`config.mk`:
```
export PLATFORM = sky130hd
export DESIGN_NAME = cte_cache_test_error
export DESIGN_NICKNAME = d
export VERILOG_FILES = /design/src/cte_pkg.sv /design/src/cte_cache_test_error.sv
export VERILOG_INCLUDE_DIRS = /design/src
export SDC_FILE = /design/constraint.sdc
export NUM_CORES = 1
export LEC_CHECK = 0
export ABC_AREA = 1
export CORE_AREA = 4 4 113 115
export DETAILED_ROUTE_END_ITERATION = 8
export DIE_AREA = 0 0 117 119
export DONT_BUFFER_PORTS = 1
export GPL_TIMING_DRIVEN = 0
export PLACE_DENSITY_LB_ADDON = 0.08
export REMOVE_ABC_BUFFERS = 1
export SLEW_MARGIN = 0
export SYNTH_ARGS = -nofsm -noshare
export SYNTH_HDL_FRONTEND = slang
export SYNTH_SLANG_ARGS = --single-unit
```
`constraint.sdc`:
```
create_clock -name ref_clk -period 1.6 [get_ports ref_clk]
set_input_delay 0.32 -clock ref_clk [delete_from_list [all_inputs] [get_ports ref_clk]]
set_output_delay 0.32 -clock ref_clk [all_outputs]
set_load 0.02 [all_outputs]
```
`src/cte_defines.svh`:
```
/*
  Constants for the cache test control and cache error capture block:
  coprocessor register selectors, bit positions, widths and reset values.
  Assumes the core supplies a decoded coprocessor register number.
*/
// Functional notes
// - With the way-select test bit set, tag load/store index ops hit the way-select RAM.
// - In that mode the low six line address bits carry way-select data.
// - Index store data is accepted only while the way-select test bit is set.
// - Index store data writes the data holding register to the indexed data word.
// - The way-select test bit is read/write at bit 29, reset to zero.
// - All other test control bits read zero and ignore writes.
// - A parity-error exception updates the error capture register fields.
// - Reference kind is one for data, zero for instruction.
// - Cache level is one for non-primary, zero for primary.
// - The data RAM error flag is one only for a data RAM error.
// - The tag RAM error flag is one only for a tag RAM error.
// - Error source is one for an external snoop, zero for internal.
// - Simultaneous errors set the both flag; fields come from the instruction side.
// - The way field names the failing way; invalid for tag or scratchpad errors.
// - The byte-aligned index is reported; top four bits only for scratchpad errors.
// - Fatal flag marks dirty-victim parity errors and write-back miss way errors.
`ifndef CTE_DEFINES_SVH
`define CTE_DEFINES_SVH
`define CTE_SEL_TEST_CTRL 5'h1A
`define CTE_SEL_ERR_CAP 5'h1B
`define CTE_TEST_CTRL_RESET 32'h0000_0000
`define CTE_ERR_CAP_RESET 32'h0000_0000
`define CTE_WST_BIT 29
`define CTE_ER_BIT 31
`define CTE_EC_BIT 30
`define CTE_ED_BIT 29
`define CTE_ET_BIT 28
`define CTE_ES_BIT 27
`define CTE_EB_BIT 25
`define CTE_EF_BIT 24
`define CTE_SP_BIT 23
`define CTE_EW_BIT 22
`define CTE_WAY_LSB 20
`define CTE_WS_BITS 6
`define CTE_SP_INDEX_LSB 16
`endif

```
`src/cte_pkg.sv`:
```
/*
  Types for the cache test and error capture block.
  Assumes cte_defines.svh is compiled with it.
*/
package cte_pkg;
  // Indexed cache maintenance operation as requested by the core logic.
  typedef enum logic [1:0] {
    CTE_OP_NONE = 2'h0,
    CTE_OP_LOAD_TAG = 2'h1,
    CTE_OP_STORE_TAG = 2'h2,
    CTE_OP_STORE_DATA = 2'h3
  } cte_op_e;
  typedef logic [1:0] cte_way_t;
  typedef logic [19:0] cte_index_t;
endpackage

```
`src/cte_cache_test_error.sv`:
```
/*
  Cache test control register and cache error capture register, reached
  by coprocessor moves, plus routing of indexed cache maintenance ops.
  Assumes all inputs come from core logic on ref_clk; parity checkers
  raise a one-cycle error pulse per side with the error description.
*/
`include "cte_defines.svh"
`timescale 1ns/1ps
`default_nettype none
module cte_cache_test_error #(
  parameter int WS_BITS = `CTE_WS_BITS,
  parameter int IDX_W = 20
) (
  // Clock and reset
  input wire logic ref_clk,
  input wire logic rst_n,
  // Coprocessor move port
  input wire logic [4:0] cop_sel,
  input wire logic cop_wr,
  input wire logic [31:0] cop_wdata,
  output logic [31:0] cop_rdata,
  // Indexed cache operation request
  input wire cte_pkg::cte_op_e cache_op,
  input wire cte_pkg::cte_index_t cache_index,
  input wire logic [31:0] tag_holding_reg,
  input wire logic [31:0] data_holding_reg,
  input wire logic [WS_BITS-1:0] ws_rdata,
  // Cache array strobes
  output logic tag_ram_we,
  output logic tag_ram_re,
  output logic ws_ram_we,
  output logic ws_ram_re,
  output logic [WS_BITS-1:0] ws_wdata,
  output logic data_ram_we,
  output logic [31:0] data_wdata,
  output logic [IDX_W-1:0] ram_index,
  output logic op_refused,
  output logic [WS_BITS-1:0] ws_load_data,
  // Instruction-side error report
  input wire logic ierr_valid,
  input wire logic ierr_level,
  input wire logic ierr_data_ram,
  input wire logic ierr_tag_ram,
  input wire logic ierr_external,
  input wire logic ierr_fatal,
  input wire logic ierr_scratchpad,
  input wire logic ierr_way_ram,
  input wire cte_pkg::cte_way_t ierr_way,
  input wire cte_pkg::cte_index_t ierr_index,
  // Data-side error report
  input wire logic derr_valid,
  input wire logic derr_level,
  input wire logic derr_data_ram,
  input wire logic derr_tag_ram,
  input wire logic derr_external,
  input wire logic derr_fatal,
  input wire logic derr_scratchpad,
  input wire logic derr_way_ram,
  input wire cte_pkg::cte_way_t derr_way,
  input wire cte_pkg::cte_index_t derr_index,
  // Status
  output logic way_select_test
);
  import cte_pkg::*;

  logic wst_q;
  logic [31:0] err_q;
  logic [31:0] err_d;
  logic [31:0] test_ctrl_rd;
  logic wr_test;
  logic wr_err;
  logic cap_en;
  logic use_i;
  logic sel_data_ram;
  logic sel_tag_ram;
  logic sel_sp;
  logic [IDX_W-1:0] cap_index;
  logic [IDX_W-1:0] cap_index_masked;
  logic [1:0] cap_way;
  logic [WS_BITS-1:0] ws_load_d;
  logic [WS_BITS-1:0] ws_load_q;
  logic [31:0] data_wdata_q;

  assign wr_test = cop_wr && (cop_sel == `CTE_SEL_TEST_CTRL);
  assign wr_err = cop_wr && (cop_sel == `CTE_SEL_ERR_CAP);

  // Only the way-select test bit exists; the rest reads zero.
  assign test_ctrl_rd = {2'h0, wst_q, 29'h0000_0000};
  assign way_select_test = wst_q;

  always_ff @(posedge ref_clk or negedge rst_n) begin
    if (!rst_n) begin
      wst_q <= 1'(`CTE_TEST_CTRL_RESET >> `CTE_WST_BIT);
    end else if (wr_test) begin
      wst_q <= cop_wdata[`CTE_WST_BIT];
    end
  end

  // Tag ops are steered to the way-select RAM in test mode.
  assign tag_ram_we = (cache_op == CTE_OP_STORE_TAG) && !wst_q;
  assign tag_ram_re = (cache_op == CTE_OP_LOAD_TAG) && !wst_q;
  assign ws_ram_we = (cache_op == CTE_OP_STORE_TAG) && wst_q;
  assign ws_ram_re = (cache_op == CTE_OP_LOAD_TAG) && wst_q;
  // Way-select data rides in the low bits of the line address field.
  assign ws_wdata = tag_holding_reg[10 +: WS_BITS];
  assign ws_load_d = ws_ram_re ? ws_rdata : ws_load_q;
  assign ws_load_data = ws_load_q;
  assign ram_index = cache_index[IDX_W-1:0];

  // Store-data is a test-only op; outside test mode it is refused.
  assign data_ram_we = (cache_op == CTE_OP_STORE_DATA) && wst_q;
  assign op_refused = (cache_op == CTE_OP_STORE_DATA) && !wst_q;
  assign data_wdata = data_wdata_q;

  always_ff @(posedge ref_clk or negedge rst_n) begin
    if (!rst_n) begin
      ws_load_q <= '0;
      data_wdata_q <= 32'h0000_0000;
    end else begin
      ws_load_q <= ws_load_d;
      data_wdata_q <= data_holding_reg;
    end
  end

  // When both sides fail together the instruction side fills the fields.
  assign cap_en = ierr_valid || derr_valid;
  assign use_i = ierr_valid;
  assign sel_data_ram = use_i ? ierr_data_ram : derr_data_ram;
  assign sel_tag_ram = use_i ? ierr_tag_ram : derr_tag_ram;
  assign sel_sp = use_i ? ierr_scratchpad : derr_scratchpad;
  assign cap_index = use_i ? ierr_index[IDX_W-1:0] : derr_index[IDX_W-1:0];
  // Upper index bits carry meaning only for scratchpad errors.
  assign cap_index_masked = sel_sp ? cap_index :
    (cap_index & ((IDX_W'(1) << `CTE_SP_INDEX_LSB) - IDX_W'(1)));
  // The way is meaningless for tag or scratchpad errors; report zero.
  assign cap_way = (sel_tag_ram || sel_sp) ? 2'h0 :
    (use_i ? ierr_way : derr_way);

  always_comb begin
    err_d = 32'h0000_0000;
    err_d[`CTE_ER_BIT] = !use_i;
    err_d[`CTE_EC_BIT] = use_i ? ierr_level : derr_level;
    err_d[`CTE_ED_BIT] = sel_data_ram;
    err_d[`CTE_ET_BIT] = sel_tag_ram;
    err_d[`CTE_ES_BIT] = use_i ? ierr_external : derr_external;
    err_d[`CTE_EB_BIT] = ierr_valid && derr_valid;
    err_d[`CTE_EF_BIT] = use_i ? ierr_fatal : derr_fatal;
    err_d[`CTE_SP_BIT] = sel_sp;
    err_d[`CTE_EW_BIT] = use_i ? ierr_way_ram : derr_way_ram;
    err_d[`CTE_WAY_LSB +: 2] = cap_way;
    err_d[IDX_W-1:0] = cap_index_masked;
  end

  // Software writes to the capture register are ignored so the
  // description stays stable until the next exception.
  always_ff @(posedge ref_clk or negedge rst_n) begin
    if (!rst_n) begin
      err_q <= `CTE_ERR_CAP_RESET;
    end else if (cap_en) begin
      err_q <= err_d;
    end
  end

  assign cop_rdata = (cop_sel == `CTE_SEL_TEST_CTRL) ? test_ctrl_rd :
    (cop_sel == `CTE_SEL_ERR_CAP) ? err_q : 32'h0000_0000;

  logic unused_wr_err;
  assign unused_wr_err = wr_err;
endmodule // cte_cache_test_error
`default_nettype wire

```
## Yosys cells after proc, flatten, opt, wreduce, memory -nomap -nowiden

Index checks and enable logic that the tools add are counted.

- Mux-type cells: 13
- Reduce and logical (&&, ||, !) cells: 12
- Equality and inequality tests: 5

Operators with widths:

| operator | number |
|---|---|
| 32-bit two-way mux | 2 |
| 20-bit two-way mux | 2 |
| 5-bit == test (second input constant) | 2 |
| 1-bit logical AND | 8 |
| 1-bit two-way mux | 7 |
| 2-bit == test (second input constant) | 2 |
| 2-bit two-way mux | 2 |
| 2-bit by 1-bit == test with 1-bit output (second input constant) | 1 |
| 1-bit logical NOT | 2 |
| 1-bit logical OR | 2 |

- Bits in registers: 70

## Depth between registers and ports, before layout

- Depth in word-level cells: 3
- Gate-level depth with buffers: 6
- Depth with buffers taken out: 6

## Least setup slack after synthesis

Ideal clock, no wire load.

- Path type: register to output
- Start point: register wst_q, in the netlist way_select_test
- End point: output data_ram_we
- Data required time: 1.280 ns
- Arrival: 1.132 ns
- Path slack: 0.148 ns
- Stages on the path, launching flop included: 3
- Cells stage by stage: dfrtp_1 -> inv_1 -> nor3_1

- Longest elaborated chain between the ends: 1

Ends and longest elaborated chain:

| item | line | source |
|---|---|---|
| start: declaration | cte_cache_test_error.sv:66 | `logic wst_q;` |
| start signal: assignment | cte_cache_test_error.sv:93 | `` wst_q <= 1'(`CTE_TEST_CTRL_RESET >> `CTE_WST_BIT); `` |
| start signal: assignment | cte_cache_test_error.sv:95 | `` wst_q <= cop_wdata[`CTE_WST_BIT]; `` |
| 1-bit logical AND | cte_cache_test_error.sv:111 | `assign data_ram_we = (cache_op == CTE_OP_STORE_DATA) && wst_q;` |
| end: declaration | cte_cache_test_error.sv:34 | `output logic data_ram_we,` |

No other way between the ends.

## Final worst setup path

- Start point: register wst_q, in the netlist way_select_test
- End point: output tag_ram_we

- Longest elaborated chain between the ends: 2

Ends and longest elaborated chain:

| item | line | source |
|---|---|---|
| 1-bit logical NOT | cte_cache_test_error.sv:100 | `assign tag_ram_we = (cache_op == CTE_OP_STORE_TAG) && !wst_q;` |
| 1-bit logical AND | cte_cache_test_error.sv:100 |  |
| end: declaration | cte_cache_test_error.sv:29 | `output logic tag_ram_we,` |

No other way between the ends.

==> flow_metrics.tcl <==
set metrics [dict create \
    start_kind "register" \
    clock_path_buffers 2 \
    hold_viol 70 \
    drt_iter0_markers 54 \
    final_layout_size_suffix_gt1_share_pct 20.1 \
    antenna_left 0 \
    grt_max_degree 71 \
    clk_latency_ns 0.32 \
    port_buffers 0 \
    post_dp_cell_area_sq_um 2870 \
    ys_warn_count 0 \
    grt_util_all_layers_pct 13.9 \
    utilization_pct 31.5 \
    crit_path_end_kind "primary output" \
    place_congestion 0.699 \
    synth_edf_count 0 \
    synth_area_leaders "dfrtp_1 (60%), nand2_1 (11%), buf_4 (6.9%)" \
    synth_top_family_by_area "simple AND/OR/NAND/NOR gates" \
    combPwrFrac_pct 8.4 \
    htreeDepth 3 \
    vias 2114 \
    num_antenna_cells 0 \
    dr.pass1.iters 4 \
    cts_tree "built" \
    synth-compound-area-share_pct 7.58 \
    finalMaxSlewViolations 0 \
    setup_ws_ns 0.0128 \
    crit_chain "nor3_2" \
    dieArea_sq_um 13900 \
    core_area_sq_um 11800 \
    wl_um 9760 \
    wl_per_cell_um 20.3 \
    viasPerCell 4.40 \
    antenna_found_initial 0 \
    synthMuxAreaShare_pct 0 \
    layout_worst_path_cycle_share_pct 99.2 \
    crit_buf_inv 0 \
    violations "hold timing" \
    cts_root_buf "clkbuf_16" \
    swShare_pct 26.2 \
    cp_data_required_time_ns 1.28 \
    tightest_slew_ns 1.17 \
    first_global_vias 2071 \
    arrival_ns 1.27 \
    seqPwrFrac_pct 46.3 \
    clkPwrFrac_pct 45.4 \
    grt_pass1_wl_um 13700 \
    yosys.area.top_type "dfrtp_1" \
    syn_avg_cell_area_sq_um 9.18 \
    critPathMaxFanout 8 \
    ir_worst_vdd_mv 0.396 \
    rows 40 \
    p_leak_nw 1.67 \
    cts_buffers 9 \
    setup-violations-final 0 \
    synth_most_common_cell "nand2_1" \
    synth_adder_area_share_pct 0 \
    start_util_pct 24.9 \
    die_w_um 117 \
    ys_seq_area_share_pct 59.6 \
    yosys.area_share.simple_pct 18.7 \
    finClkSkew_ns 0.000238 \
    dp_worst_setup_slack_ns -0.659 \
    cp_slowest_cell "dfrtp_2" \
    hold_ws_ns -0.320 \
    drc_errors 0 \
    dp_hpwl_um 6820 \
    chipHeight_um 119 \
    path_delay_family "flip-flops" \
    r2r_slack_ns 0.55 \
    critPathKind "register to primary output" \
    layout.nets 521 \
    timing.fmax_mhz 630 \
    async_flop_share_pct 100 \
    p_switching_mw 1.24 \
    final_area_sq_um 3720 \
    synth-xor-area-share_pct 0 \
    syn_to_final_growth_pct 26.7 \
    powerDensity_nw_per_um2 1270 \
    synth_seq_cells 70 \
    pin_count 295 \
    max-cap-violations 0 \
    synthCells 320 \
    yosys.area.top_type_share_pct 59.6 \
    ys_types 21 \
    slew-limit-headroom_pct 22.2 \
    grt-ovfl-total 0 \
    status "finished with violations" \
    synthesis.area_sq_um 2940 \
    holdCritPathClass "input port to asynchronous set/reset pin" \
    rsz0062_at_grt "yes" \
    period_minus_slack_ns 1.59 \
    cpPeakStageDelay_ns 0.51 \
    cts.sinks 70 \
    ys.flop_type "dfrtp_1" \
    path_clk_slew_ns 0.06 \
    cell_internal_pwr_mw 3.49 \
    synth_common_cells "nand2_1 (88), dfrtp_1 (70), inv_1 (39), nor2_1 (32), buf_4 (27)" \
]
==> kinds of logic after synthesis <==
family                 count (synthesis)
AO/OA/AOI/OAI                         34
buffers and inverters                 78
flip-flops                            70
other                                  1
AND/OR/NAND/NOR                      137
==> cell usage in the layout, fill, tap and decap left out, types with 2 or more instances in the layout <==
cell type      instances
buf_4                  2
nor2_4                 5
nand2_1               88
buf_12                 2
nand3_4                3
clkbuf_16              9
o21ai_0                6
nor3_2                 3
nor2_1                 5
dfrtp_1               69
or2_2                  4
nor3_4                 2
bufinv_16              2
nor2_2                24
nand3_1                2
o211ai_1              21
inv_2                  3
clkinv_4               3
o21ai_1                4
dlygate4sd3_1         30
inv_1                 37
a21oi_1                2
==> per-stage QoR <==
stage	instances	setup TNS (ns)	power, mW	hold slack (ns)
finish	481	0	4.73	-0.320
global route	481	-0.156	4.99	-0.348
CTS	471	-0.0289	4.79	-0.343
detailed placement	430	-14.27	2.51	0.0264
global placement	430	-32.24	2.51	0.0263
floorplan	283	-7.03	2.43	0.0244
==> cell type report <==
type                    instances  area (sq um)
flip-flops and latches         70          1750
multi-input cells             173           948
clock inverters                 6          95.1
repair buffers                 34           355
fillers                      1236          8090
clock buffers                  10           229
well taps                     147           184
inverters                      41           156
==> repair_timing <==
item | 4_1_cts | 5_1_grt
gates cloned | 1 | 0
pin swaps | 2 | 0
hold buffers | 20 | 10
hold endpoints to repair | 90 | 80
buffers inserted | 4 | 0
setup endpoints to repair | 37 | 19
resized for setup | 29 | 19
==> routing by layer <==
layer  up-vias  routed length (um)  global-route usage (%)
met2       144                4820                    21.8
met4         2                 155                    5.38
li1        979                   -                       -
met5         -                  89                    5.10
met1       976                3470                    15.1
met3        13                1230                    7.83
==> registers in the layout, summed over array words and instances (netlist names) <==
signal	cells
ws_load_data	6
data_wdata	32
err_q	31
way_select_test	1
==> power by group through the flow <==
| stage | registers [mW] | clock network, mW | logic, mW |
|---|---|---|---|
| floorplan | 2.19 | 0 | 0.240 |
| global placement | 2.22 | 0 | 0.293 |
| detailed placement | 2.22 | 0 | 0.294 |
| CTS | 2.19 | 2.23 | 0.373 |
| global route | 2.21 | 2.32 | 0.453 |
| finish | 2.19 | 2.15 | 0.395 |
==> path summary, 6_finish.rpt <==
kind,from,end,cells after the start
setup / recovery,way_select_test,tag_ram_we,1
hold / removal,rst_n,data_wdata[24],0
setup reg to reg,way_select_test,ws_load_data[4],4
hold reg to reg,err_q[20],err_q[20],2
max in group asynchronous,rst_n,way_select_test,0
min in group ref_clk,data_holding_reg[23],data_wdata[23],0
(Power assumes the default switching activity.)
